`config.mk`:
```
export PLATFORM = sky130hd
export DESIGN_NAME = mcsf_ctrl
export DESIGN_NICKNAME = d
export VERILOG_FILES = /design/src/hdl/mcsf_pkg.sv /design/src/hdl/mcsf_tick.sv /design/src/hdl/mcsf_ctrl.sv
export VERILOG_INCLUDE_DIRS = /design/src /design/src/hdl
export SDC_FILE = /design/constraint.sdc
export NUM_CORES = 1
export LEC_CHECK = 0
export BUFFER_PORTS_ARGS = -buffer_cell sky130_fd_sc_hd__buf_2
export CAP_MARGIN = 20
export CORE_MARGIN = 2
export CORE_UTILIZATION = 40
export DETAILED_ROUTE_END_ITERATION = 10
export PLACE_DENSITY_LB_ADDON = 0.3
export REMOVE_ABC_BUFFERS = 1
export SYNTH_ARGS = -nofsm -noshare
export SYNTH_HDL_FRONTEND = slang
export SYNTH_HIERARCHICAL = 1
export SYNTH_SLANG_ARGS = --single-unit
```
`constraint.sdc`:
```
create_clock -name core_clk_i -period 2 [get_ports core_clk_i]
set_input_delay 0.4 -clock core_clk_i [delete_from_list [all_inputs] [get_ports core_clk_i]]
set_output_delay 0.4 -clock core_clk_i [all_outputs]
set_load 0.02 [all_outputs]
```
`src/hdl/mcsf_consts.svh`:
```
/*
  constants for the memory controller state machine: register offsets,
  command codes, status codes, field positions and timing counts.
  assumes it is included by bare name from the modules.
*/
`ifndef MCSF_CONSTS_SVH
`define MCSF_CONSTS_SVH

`define MCSF_OFS_STATUS 12'h000
`define MCSF_OFS_STATE_CMD 12'h004
`define MCSF_OFS_DIRECT_CMD 12'h008
`define MCSF_CMD_MSB 2
`define MCSF_CMD_LSB 0
`define MCSF_CMD_RESET 3'h0
`define MCSF_CMD_GO 3'h0
`define MCSF_CMD_SLEEP 3'h1
`define MCSF_CMD_WAKEUP 3'h2
`define MCSF_CMD_PAUSE 3'h3
`define MCSF_CMD_CONFIGURE 3'h4
`define MCSF_CMD_ACTIVE_PAUSE 3'h7
`define MCSF_ST_CONFIG 2'h0
`define MCSF_ST_READY 2'h1
`define MCSF_ST_PAUSED 2'h2
`define MCSF_ST_LOWPWR 2'h3
// cycles a state change takes to settle once started
`define MCSF_SETTLE_CYCLES 4'h4
// refresh interval in cycles, reduced figure for the issue enable
`define MCSF_REFRESH_CYCLES 10'h3ff

`endif

```
`src/hdl/mcsf_pkg.sv`:
```
/*
  types for the memory controller state machine.
  assumes mcsf_consts.svh is on the include path.
*/
package mcsf_pkg;
  // one-hot controller states
  typedef enum logic [3:0] {
    MCSF_CONFIG = 4'h1,
    MCSF_READY = 4'h2,
    MCSF_PAUSED = 4'h4,
    MCSF_LOWPWR = 4'h8
  } mcsf_state_t;
endpackage

```
`src/hdl/mcsf_tick.sv`:
```
/*
  divider that gives a one-cycle enable every LEN+1 cycles while run_i is high.
  assumes one clock, synchronous active-high reset.
*/
`timescale 1ns/1ns
`include "mcsf_consts.svh"
module mcsf_tick
  import mcsf_pkg::*;
#(
  parameter logic [9:0] LEN = `MCSF_REFRESH_CYCLES
) (
  input wire logic core_clk_i,
  input wire logic reset_i,
  input wire logic run_i,
  output logic tick_o
);
  logic [9:0] cnt_r;
  logic [9:0] cnt_nxt;

  // count up while running, wrap on reaching the length
  always_comb begin
    cnt_nxt = cnt_r;
    if (!run_i) begin
      cnt_nxt = 10'h000;
    end else if (cnt_r == LEN) begin
      cnt_nxt = 10'h000;
    end else begin
      cnt_nxt = cnt_r + 10'h001;
    end
  end

  always_ff @(posedge core_clk_i) begin
    if (reset_i) begin
      cnt_r <= 10'h000;
    end else begin
      cnt_r <= cnt_nxt;
    end
  end

  assign tick_o = run_i && (cnt_r == LEN);
endmodule

```
`src/hdl/mcsf_ctrl.sv`:
```
/*
  memory controller state machine with its apb3 register port.
  holds the write-only state command register, the read-only state
  status, the direct command write gate and the refresh issue gate.
  assumes apb3 signals are synchronous to core_clk_i and that the
  arbiter reports when its queue is empty.
*/
`timescale 1ns/1ns
`include "mcsf_consts.svh"
// Summary of operation
// - each write of a used code to the command register moves the state machine; bits 2-0.
// - a command arriving during an unfinished change stalls pready low.
// - codes 000 go, 001 sleep, 010 wakeup, 011 pause, 100 cfg, 111 apause.
// - active pause enters paused without draining the arbiter queue.
// - no refresh commands are issued while in config state.
// - status bits 1-0 report 00 config, 01 ready, 10 paused, 11 low power.
// - direct command writes are accepted only in config or low power.
module mcsf_ctrl
  import mcsf_pkg::*;
(
  input wire logic core_clk_i,
  input wire logic reset_i,
  input wire logic psel_i,
  input wire logic penable_i,
  input wire logic pwrite_i,
  input wire logic [11:0] paddr_i,
  input wire logic [31:0] pwdata_i,
  output logic [31:0] prdata_o,
  output logic pready_o,
  output logic pslverr_o,
  input wire logic queue_empty_i,
  output logic queue_hold_o,
  output logic self_refresh_o,
  output logic refresh_o,
  output logic direct_cmd_we_o,
  output logic [31:0] direct_cmd_o,
  output logic [1:0] state_o,
  output logic busy_o
);
  mcsf_state_t state_r, state_nxt;
  mcsf_state_t target_r, target_nxt;
  logic busy_r, busy_nxt;
  logic drain_r, drain_nxt;
  logic [3:0] settle_r, settle_nxt;
  logic [2:0] cmd_r, cmd_nxt;
  logic [31:0] prdata_r, prdata_nxt;
  logic [31:0] dcmd_r, dcmd_nxt;
  logic dcmd_we_r, dcmd_we_nxt;
  logic access;
  logic cmd_wr;
  logic dcmd_wr;
  logic rfsh_run;
  logic rfsh_tick;
  logic [1:0] code;

  assign access = psel_i && penable_i;
  assign cmd_wr = access && pwrite_i && (paddr_i == `MCSF_OFS_STATE_CMD);
  assign dcmd_wr = access && pwrite_i && (paddr_i == `MCSF_OFS_DIRECT_CMD);

  // command write waits while an earlier change is unfinished
  assign pready_o = !(cmd_wr && busy_r);
  assign pslverr_o = 1'b0;
  assign prdata_o = prdata_r;

  // state to two-bit status code
  always_comb begin
    unique case (state_r)
      MCSF_CONFIG: code = `MCSF_ST_CONFIG;
      MCSF_READY: code = `MCSF_ST_READY;
      MCSF_PAUSED: code = `MCSF_ST_PAUSED;
      MCSF_LOWPWR: code = `MCSF_ST_LOWPWR;
      default: code = `MCSF_ST_CONFIG;
    endcase
  end

  // command decode, drain wait and settle counting
  always_comb begin
    state_nxt = state_r;
    target_nxt = target_r;
    busy_nxt = busy_r;
    drain_nxt = drain_r;
    settle_nxt = settle_r;
    cmd_nxt = cmd_r;
    if (cmd_wr && !busy_r) begin
      cmd_nxt = pwdata_i[`MCSF_CMD_MSB:`MCSF_CMD_LSB];
      busy_nxt = 1'b1;
      drain_nxt = 1'b0;
      settle_nxt = `MCSF_SETTLE_CYCLES;
      unique case (pwdata_i[`MCSF_CMD_MSB:`MCSF_CMD_LSB])
        `MCSF_CMD_GO: target_nxt = MCSF_READY;
        `MCSF_CMD_SLEEP: target_nxt = MCSF_LOWPWR;
        `MCSF_CMD_WAKEUP: target_nxt = MCSF_PAUSED;
        `MCSF_CMD_PAUSE: begin
          target_nxt = MCSF_PAUSED;
          drain_nxt = 1'b1; // plain pause waits for the arbiter queue to empty first
        end
        `MCSF_CMD_CONFIGURE: target_nxt = MCSF_CONFIG;
        `MCSF_CMD_ACTIVE_PAUSE: target_nxt = MCSF_PAUSED;
        default: begin
          target_nxt = state_r; // unused codes change nothing
          settle_nxt = 4'h1;
        end
      endcase
    end else if (busy_r) begin
      if (drain_r) begin
        // hold the change until the arbiter queue has emptied
        drain_nxt = !queue_empty_i;
      end else if (settle_r > 4'h1) begin
        settle_nxt = settle_r - 4'h1;
      end else begin
        state_nxt = target_r;
        busy_nxt = 1'b0;
        settle_nxt = 4'h0;
      end
    end
  end

  always_ff @(posedge core_clk_i) begin
    if (reset_i) begin
      state_r <= MCSF_CONFIG;
      target_r <= MCSF_CONFIG;
      busy_r <= 1'b0;
      drain_r <= 1'b0;
      settle_r <= 4'h0;
      cmd_r <= `MCSF_CMD_RESET;
    end else begin
      state_r <= state_nxt;
      target_r <= target_nxt;
      busy_r <= busy_nxt;
      drain_r <= drain_nxt;
      settle_r <= settle_nxt;
      cmd_r <= cmd_nxt;
    end
  end

  // read data and direct command capture
  always_comb begin
    prdata_nxt = 32'h0000_0000;
    dcmd_nxt = dcmd_r;
    dcmd_we_nxt = 1'b0;
    if (psel_i && !penable_i && !pwrite_i &&
        (paddr_i == `MCSF_OFS_STATUS)) begin
      prdata_nxt = {30'h0000_0000, code};
    end
    if (dcmd_wr && ((state_r == MCSF_CONFIG) ||
                    (state_r == MCSF_LOWPWR))) begin
      dcmd_nxt = pwdata_i;
      dcmd_we_nxt = 1'b1;
    end
  end

  always_ff @(posedge core_clk_i) begin
    if (reset_i) begin
      prdata_r <= 32'h0000_0000;
      dcmd_r <= 32'h0000_0000;
      dcmd_we_r <= 1'b0;
    end else begin
      prdata_r <= prdata_nxt;
      dcmd_r <= dcmd_nxt;
      dcmd_we_r <= dcmd_we_nxt;
    end
  end

  // refresh only runs outside config; low power uses self-refresh instead
  assign rfsh_run = (state_r == MCSF_READY) || (state_r == MCSF_PAUSED);

  mcsf_tick #(
    .LEN(`MCSF_REFRESH_CYCLES)
  ) mcsf_tick_inst (
    .core_clk_i(core_clk_i),
    .reset_i(reset_i),
    .run_i(rfsh_run),
    .tick_o(rfsh_tick)
  );

  assign refresh_o = rfsh_tick;
  assign self_refresh_o = (state_r == MCSF_LOWPWR);
  // queue is held, not drained, in every state but ready
  assign queue_hold_o = (state_r != MCSF_READY);
  assign direct_cmd_we_o = dcmd_we_r;
  assign direct_cmd_o = dcmd_r;
  assign state_o = code;
  assign busy_o = busy_r;

  // checked against the settle counter, not the term that drives pready
  a_stall_busy: assert property (@(posedge core_clk_i) disable iff (reset_i)
    (cmd_wr && settle_r != 4'h0) |-> !pready_o)
    else $error("command write not stalled while busy");

  a_go_ready: assert property (@(posedge core_clk_i) disable iff (reset_i)
    (cmd_wr && !busy_r && pwdata_i[2:0] == 3'h0) |->
    ##5 (state_o == 2'h1))
    else $error("go did not reach ready");

  a_apause_nodrain: assert property (@(posedge core_clk_i)
    disable iff (reset_i)
    (cmd_wr && !busy_r && pwdata_i[2:0] == 3'h7) |->
    ##5 (state_o == 2'h2))
    else $error("active pause waited for the queue");

  a_sleep_lowpwr: assert property (@(posedge core_clk_i) disable iff (reset_i)
    (cmd_wr && !busy_r && pwdata_i[2:0] == 3'h1) |->
    ##5 (state_o == 2'h3 && self_refresh_o))
    else $error("sleep did not reach low power");

  a_no_cfg_rfsh: assert property (@(posedge core_clk_i) disable iff (reset_i)
    (state_o == 2'h0) |-> !refresh_o)
    else $error("refresh issued in config");

  a_status_read: assert property (@(posedge core_clk_i) disable iff (reset_i)
    (psel_i && !penable_i && !pwrite_i && paddr_i == 12'h000) |=>
    (prdata_o[1:0] == $past(state_o) && prdata_o[31:2] == 30'h0))
    else $error("status read wrong");

  a_dcmd_gate: assert property (@(posedge core_clk_i) disable iff (reset_i)
    (dcmd_wr && (state_o == 2'h1 || state_o == 2'h2)) |=>
    !direct_cmd_we_o)
    else $error("direct command taken in wrong state");

  a_stable_busy: assert property (@(posedge core_clk_i) disable iff (reset_i)
    busy_o |=> (state_o == $past(state_o)) || !busy_o)
    else $error("state moved during a change");

  // a finished plain pause always lands in paused
  a_pause_done: assert property (@(posedge core_clk_i) disable iff (reset_i)
    ($fell(busy_o) && cmd_r == 3'h3) |-> (state_o == 2'h2))
    else $error("plain pause did not reach paused");
endmodule

```
# After elaboration in Yosys (flattened, before gate mapping)
# Cells that the tools add are included.
[totals] inputBits=50 ff_bits=89 wordCells=75 output_inout_bits=73
[op_classes] n_reduce_logical=27 magnitude_cmp=1 bitwise=5 muxes=16 eq_ne=14 addsub=2
[ops] cell="2-to-1 mux 4 bit" n=4
[ops] cell="case mux 4 bit (4 select lines)" n=1
[ops] cell="equality test 12 x 3 -> 1 bit, second input constant" n=1
[ops] cell="equality test 12 x 4 -> 1 bit, second input constant" n=1
[ops] cell="logical NOT 12 bit" n=1
[ops] cell="logical AND 1 bit" n=11
[ops] cell="adder 10 x 1 -> 10 bit, second input constant" n=1
[ops] cell="equality test 10 bit, second input constant" n=1
[ops] cell="2-to-1 mux 1 bit" n=9
[ops] cell="equality test 3 x 2 -> 1 bit, second input constant" n=2
[ops] cell="equality test 3 bit, second input constant" n=2
[ops] cell="case mux 2 bit (3 select lines)" n=1
[ops] cell="OR reduction 3 bit" n=2
[ops] cell="OR reduction 6 bit" n=1
[ops] cell="logical NOT 1 bit" n=5
[ops] cell="inverter 1 bit" n=5
[ops] cell="equality test 4 x 1 -> 1 bit, second input constant" n=1
[ops] cell="equality test 4 x 2 -> 1 bit, second input constant" n=1
[ops] cell="equality test 4 x 3 -> 1 bit, second input constant" n=1
[ops] cell="equality test 4 bit, second input constant" n=1
[ops] cell="> comparator 4 x 1 -> 1 bit, second input constant" n=1
[ops] cell="inequality test 4 x 2 -> 1 bit, second input constant" n=1
[ops] cell="AND reduction 4 bit" n=1
[ops] cell="subtractor 4 x 1 -> 4 bit, second input constant" n=1
[ops] cell="8 further kinds" n=9

# Longest topological paths before layout
# Gate-level depths: netlist (run 1).
[logic_depth] word_depth=6 ltp_mapped=7 mapped_depth_nobuf=6

# Cells and area by module
# The synthesis (run 1) kept the hierarchy.
[modules_own_cells] mod="mcsf_ctrl" area_each_um2=2481.1 cells_per_inst=303 seq_area_each_um2=980.9 n_inst=1
[modules_own_cells] mod="mcsf_tick" area_each_um2=447.9 cells_per_inst=52 seq_area_each_um2=200.2 n_inst=1

# Worst setup path after synthesis (run 1)
# Ideal clock, no wire load.
[synth_path] path_type="register -> output" from="register state_r[3]" to="output port state_o[0]" path_slack_ns=-0.060 n_path_buf=1 t_arrival_ns=1.660 stages_incl_launch_ff=4 t_required_ns=1.600 cell_sequence="dfxtp_1 -> clkbuf_1 -> nor4b_1 -> nand2b_1"
[synth_via] elab_chain_cells=2 elab_cells_between_ends=4 classes_between="3 x eq/ne; 1 x mux"
[synth_rtl] element="start: declaration" line_no="mcsf_ctrl.sv:40" source="mcsf_state_t state_r, state_nxt;"
[synth_rtl] element="start signal: assignment" line_no="mcsf_ctrl.sv:127" source="state_r <= state_nxt;"
[synth_rtl] element="equality test 4 bit"
[synth_rtl] element="named net self_refresh_o" line_no="mcsf_ctrl.sv:33" source="output logic self_refresh_o,"
[synth_rtl] element="case mux 2 bit (3 select lines)" line_no="mcsf_ctrl.sv:67" source="unique case (state_r)"
[synth_rtl] element="end: declaration" line_no="mcsf_ctrl.sv:37" source="output logic [1:0] state_o,"
# The timed path passes the listed nets, and every way through them passes these cells.

# Worst setup path in the final report (run 1)
[layout_path] from="register state_r[1]" to="output port refresh_o"
[layout_via] elab_chain_cells=3 elab_cells_between_ends=4 classes_between="2 x eq/ne; 2 x reduce/logical"
[layout_rtl] element="equality test 4 x 2 -> 1 bit / equality test 4 x 3 -> 1 bit (equally long branches)" line_no="mcsf_ctrl.sv:165" source="assign rfsh_run = (state_r == MCSF_READY) || (state_r == MCSF_PAUSED);"
[layout_rtl] element="logical OR 1 bit *" line_no="mcsf_ctrl.sv:165"
[layout_rtl] element="named net rfsh_run" line_no="mcsf_ctrl.sv:52" source="logic rfsh_run;"
[layout_rtl] element="logical AND 1 bit *" line_no="mcsf_tick.sv:40" source="assign tick_o = run_i && (cnt_r == LEN);"
[layout_rtl] element="end: declaration" line_no="mcsf_ctrl.sv:34" source="output logic refresh_o,"
# Mark *: on every way through the listed nets, which the timed path passes. The rest lies on a longest branch.

==> run metrics, run 1 <==
reported max-cap violation count 0; Tightest Pin Transition 0.717 ns; die span in y 89.6 um; per-instance average area after synthesis 8.25 um^2; Buffers & Inverters on Critical Path 2; number of port buffers 91; final core occ 50.4%; flop2flop setup slack 0.31 ns; startpoint type of the worst setup path flop; global placer's final weighted congestion 0.751; remaining antenna violation count 0; unrepaired setup endpoints after global routing yes; initial drt markers 121; final routed wire length divided by cell count 13.0 um; commonest non-fill, non-tap cells in the layout sky130_fd_sc_hd__buf_2 (89), sky130_fd_sc_hd__dfxtp_1 (55), sky130_fd_sc_hd__a21oi_1 (43), sky130_fd_sc_hd__nand3_1 (38), sky130_fd_sc_hd__conb_1 (31); capturing instance or port of the critical path refresh_o; number of endpoints with negative hold slack in the final report 0; placed cell count 534; Crit. path cell count 5; post-CTS setup buffer count 0; number of primary I/O pins 123; share of the synthesized area in compound gates (AO/OA/AOI/OAI) 17.3%; number of global-route vias before repair 2687; detailed route wirelength on metal3 534 um; EDFF count, synth 0; Detail Placement HPWL 5050 um; CTS tree built; Cell Area, Placed 3420 um^2; share of synthesized cell area in full adder, half adder and majority cells 1.62%; final-report max-slew violation count 0; design area 3610 um^2; Antenna Diode Count 0; crit path capture type output pin; most common flop cell mapped by yosys sky130_fd_sc_hd__dfxtp_1; met2 wire length 3320 um; yosys warns 6; final period utilization 94.9%; highest attainable clock frequency 0.527 GHz; clock tree root buffer cell sky130_fd_sc_hd__clkbuf_8; Setup Total Neg Slack 0 ns; pin count of the biggest net entering global routing 35; largest stage delay on the critical path 0.36 ns; 1st-pass router iterations 4; summed instance area of the synthesized netlist 2930 um^2; total of flip-flops plus latches after synthesis 59; number of vias after detailed routing 2795; Max-slew headroom 51.8%; post-synthesis simple-gate area fraction 22.5%; non-filler cells in the finished layout 548; worst flop-to-flop path endpoint mcsf_tick_inst/cnt_r[9]; Routed Wire Length 7130 um; metal1 wirelength 3150 um; standard cell with the maximum stage delay on the critical path sky130_fd_sc_hd__dfxtp_2; outcome completed; CTS hold repair buffers 0; DRC violations left 0; first-pass GRT wire length 11800 um; Max Fanout on Critical Path 5; fraction of synthesized cell area in xor and xnor cells 2.09%; post-layout min period 1.90 ns; part of the Yosys area used for sequential elements 40.3%; Reg2Reg Depth 5; Num Clock Sinks 59; distinct cell type count after synthesis 47; critical path's top delay family simple AND/OR/NAND/NOR gates; Worst Clk Skew 0.00938 ns; Final nets 499; signal arrival time at the worst endpoint 1.50 ns; dominant combinational cell family by area after synthesis simple AND/OR/NAND/NOR gates; type of the worst setup path reg2out; number of clock buffers inserted by TritonCTS 9; worst-case setup slack after placement -0.209 ns; Cells after Synth 355; power per standard cell area 614 nW/um^2; leakage power 1.44 nW; global-route usage over all layers 18.6%; worst path cell trace xnor2_2, nor3_2, inv_1, nor4_2, buf_4; top layer reached by signal wires met4; worst endpoint required time 1.60 ns; Clock transition at path regs 0.06 ns; share of cell area taken by muxes after synthesis 2.43%; final setup vio count 0; width of the chip 89.6 um; worst path setup slack after routing 0.101 ns; overall power after layout 2.22 mW; antenna violations before repair 0; peak ir drop on the vdd network 0.000430 V; htree depth 3; number of buffers between clock root and the deepest sink 2; overflow left after global routing 0; starting utilization of the core area 40.8%; hold_ws 0.322 ns; layout filler cell count 714; worst-skew pair later-pin latency 0.33 ns; share of synthesized flip-flops with an asynchronous set or reset 0%; core region area 7180 um^2; Layout area overhead 23.4%; layout cells sized above 1 31.0%; type of the worst min-delay path in2reg; worst setup path start state_r[1]; placement row count 31; most frequent standard cell in the layout excluding fill and tap cells sky130_fd_sc_hd__buf_2; post-DR vias/cell 5.10; R2R Path Start state_r[1]; Die ar. 8020 um^2
## worst register-to-register path: stages (launching register included)
cell and delay [ns]:
sky130_fd_sc_hd__dfxtp_2 0.36, sky130_fd_sc_hd__xnor2_2 0.14, sky130_fd_sc_hd__nor3_2 0.25, sky130_fd_sc_hd__or3b_1 0.36
sky130_fd_sc_hd__or4_1 0.40, sky130_fd_sc_hd__o211ai_1 0.10
## worst min path at each step
stage	from	endpoint	slack (ns)	depth (start not counted)
global route	pwdata_i[28]	direct_cmd_o[28]	0.31	3
CTS	pwdata_i[15]	direct_cmd_o[15]	0.31	3
detailed placement	mcsf_tick_inst/cnt_r[0]	mcsf_tick_inst/cnt_r[0]	0.46	1
global placement	mcsf_tick_inst/cnt_r[0]	mcsf_tick_inst/cnt_r[0]	0.43	1
floorplan	mcsf_tick_inst/cnt_r[0]	mcsf_tick_inst/cnt_r[0]	0.42	1
finish	pwdata_i[15]	direct_cmd_o[15]	0.32	3
## sequential cells by signal, summed over array words and instances, names as in the netlist
register / count
mcsf_tick_inst/cnt_r: 10
settle_r: 4
prdata_o: 2
direct_cmd_o: 32
state_r: 4
busy_o: 1
drain_r: 1
direct_cmd_we_o: 1
target_r: 4
## layout make-up
cell class                 count  area, um^2  area share (%)
tap                           99         124            3.43
clock inverter                 3        17.5           0.485
timing repair buffer         108         617            17.1
inverter                      10        37.5            1.04
multi-input combinational    258        1500            41.4
sequential                    59        1190            32.9
clock buffer                  11         131            3.64
## routing by layer
metal	global-route usage [%]	up-vias
met5	0	-
li1	-	1383
met1	22.8	1313
met2	29.7	84
met4	6.92	0
met3	7.22	15
## repair_timing
item | 4_1_cts | 5_1_grt
gates cloned | 0 | 0
pin swaps | 0 | 2
gates resized for setup | 9 | 5
setup endpoints to repair | 2 | 1
## power by group
group | internal, mW | switching [mW]
logic | 0.0546 | 0.121
clock network | 0.431 | 0.437
registers | 1.17 | 0.0000146
## synth_stat cells, types with 5 or more instances
cell	number	area share [%]
sky130_fd_sc_hd__nor4_1	5	1.1
sky130_fd_sc_hd__nand2_1	12	1.5
sky130_fd_sc_hd__dfxtp_1	59	40
sky130_fd_sc_hd__nand2b_1	5	1.1
sky130_fd_sc_hd__mux2i_1	6	2.1
sky130_fd_sc_hd__nand3_1	38	6.5
sky130_fd_sc_hd__buf_4	31	7.9
sky130_fd_sc_hd__or4_1	6	1.5
sky130_fd_sc_hd__a21oi_1	43	7.3
sky130_fd_sc_hd__inv_1	10	1.3
sky130_fd_sc_hd__nand4_1	6	1.3
sky130_fd_sc_hd__o21ai_0	13	2.2
sky130_fd_sc_hd__nor2_1	12	1.5
sky130_fd_sc_hd__clkbuf_1	20	2.6
sky130_fd_sc_hd__o21ai_1	29	5.0
## kinds of logic (layout without fill, tap and decap cells)
kind of cell	count (synthesis)	in the layout
AOI/OAI and AO/OA	95	95
xor gates and xnor gates	7	7
adders and majority gates	4	4
buffers and inverters	68	132
DFF	59	59
muxes	7	7
other	1	31
and+or+nand+nor	114	114
(Power assumes the default switching activity.)
==> inputs of run 2 (changes only) <==
--- a/config.mk
+++ b/config.mk
@@ -9,7 +9,7 @@
 export BUFFER_PORTS_ARGS = -buffer_cell sky130_fd_sc_hd__buf_2
 export CAP_MARGIN = 20
 export CORE_MARGIN = 2
-export CORE_UTILIZATION = 40
+export CORE_UTILIZATION = 35
 export DETAILED_ROUTE_END_ITERATION = 10
 export PLACE_DENSITY_LB_ADDON = 0.3
 export REMOVE_ABC_BUFFERS = 1
==> run 2 against run 1 <==
Critical path depth increased by 1. Register-to-register slack got worse by 0.17 ns. Final cell count increased by 1.6%. Flip-flop and latch count unchanged. Largest power group unchanged. Highest routed layer unchanged.
==> run metrics, run 2 (same netlist as run 1, synthesis figures left out) <==
outcome completed; antenna violations before repair 0; htree depth 3; Max-slew headroom 54.5%; highest attainable clock frequency 0.520 GHz; number of global-route vias before repair 2593; clock tree root buffer cell sky130_fd_sc_hd__clkbuf_8; worst-skew pair later-pin latency 0.34 ns; 1st-pass router iterations 4; DRC violations left 0; Detail Placement HPWL 5240 um; final routed wire length divided by cell count 13.0 um; global placer's final weighted congestion 0.766; CTS tree built; combined area of the multi-input logic cells 1510 um^2; placement row count 33; layout cells sized above 1 31.6%; core region area 8180 um^2; Setup Total Neg Slack 0 ns; placed cell count 540; Final nets 501; signal arrival time at the worst endpoint 2.17 ns; final setup vio count 0; overall power after layout 2.31 mW; Num Clock Sinks 59; Die ar. 9120 um^2; unrepaired setup endpoints after global routing no; post-layout min period 1.92 ns; design area 3670 um^2; worst endpoint required time 2.25 ns; layout filler cell count 824; number of buffers between clock root and the deepest sink 2; most frequent standard cell in the layout excluding fill and tap cells sky130_fd_sc_hd__buf_2; power per standard cell area 628 nW/um^2; pin count of the biggest net entering global routing 35; Cell Area, Placed 3430 um^2; startpoint type of the worst setup path input pin; type of the worst setup path in2reg; Antenna Diode Count 0; post-DR vias/cell 4.94; leakage power 1.49 nW; global-route usage over all layers 16.8%; type of the worst min-delay path in2reg; Layout area overhead 25.4%; initial drt markers 77; number of endpoints with negative hold slack in the final report 0; number of primary I/O pins 123; die span in y 95.5 um; flip-flop count of the largest register, all copies and words added 32; crit path capture type flop; first-pass GRT wire length 12200 um; final core occ 44.9%; Worst Clk Skew 0.0104 ns; commonest non-fill, non-tap cells in the layout sky130_fd_sc_hd__buf_2 (89), sky130_fd_sc_hd__dfxtp_1 (57), sky130_fd_sc_hd__a21oi_1 (43), sky130_fd_sc_hd__nand3_1 (38), sky130_fd_sc_hd__conb_1 (31); non-filler cells in the finished layout 557; reported max-cap violation count 0; final period utilization 96.1%; width of the chip 95.5 um; peak ir drop on the vdd network 0.000401 V; number of vias after detailed routing 2749; overflow left after global routing 0; sequential standard cell area 1190 um^2; number of clock buffers inserted by TritonCTS 9; starting utilization of the core area 35.8%; remaining antenna violation count 0; Clock transition at path regs 0.07 ns; Routed Wire Length 7260 um; Tightest Pin Transition 0.676 ns; final-report max-slew violation count 0; number of port buffers 91; Max Fanout on Critical Path 34
## run 2: cell types whose count changed in the layout (fill, tap and decap cells not counted), sizes merged
cell and delta:
buf +2, clkinv +1
## run 2: power by group
group	switching [mW]	internal (mW)	leakage [nW]
Combinational	0.121	0.0540	0.919
Sequential	0.0000110	1.17	0.476
Clock	0.451	0.507	0.0912
## run 2: through the flow
stage | setup slack, ns | hold slack, ns
after floorplan | -0.749 | 0.418
after global placement | -0.218 | 0.432
after detailed placement | -0.300 | 0.440
after CTS | 0.0125 | 0.301
after global routing | 0.00747 | 0.316
final | 0.0781 | 0.312
## run 2: metal layers
layer | wire length [um] | track usage, %
met1 | 3020 | 19.6
met2 | 3430 | 27.8
met3 | 706 | 6.64
met4 | 104 | 6.07
met5 | 0 | 0
## run 2: worst max-delay path, stage by stage
cell                       delay (ns)
sky130_fd_sc_hd__buf_2           0.11
sky130_fd_sc_hd__or4_4           0.55
sky130_fd_sc_hd__or4_4           0.54
sky130_fd_sc_hd__buf_12          0.19
sky130_fd_sc_hd__nand2b_1        0.19
sky130_fd_sc_hd__nor4_2          0.17
## run 2: layout make-up
type / instances / area share (%)
multi-input cells: 258 / 41.1
flip-flops and latches: 59 / 32.3
repair buffers: 110 / 17.2
clock buffers: 11 / 4.12
well taps: 105 / 3.58
inverters: 10 / 1.02
clock inverters: 4 / 0.715
## run 2: what timing repair did
action,4_1_cts,5_1_grt
pin swaps,2,0
resized for setup,8,6
setup buffers,2,0
setup endpoints to repair,3,3
hold buffers,0,0
## run 2: worst paths after layout
check | cells past startpoint | from | slack [ns] | to
max | 6 | paddr_i[9] | 0.08 | prdata_o[1]
min | 3 | pwdata_i[5] | 0.31 | direct_cmd_o[5]
max reg2reg | 7 | state_r[2] | 0.14 | mcsf_tick_inst/cnt_r[9]
min reg2reg | 1 | mcsf_tick_inst/cnt_r[0] | 0.45 | mcsf_tick_inst/cnt_r[0]
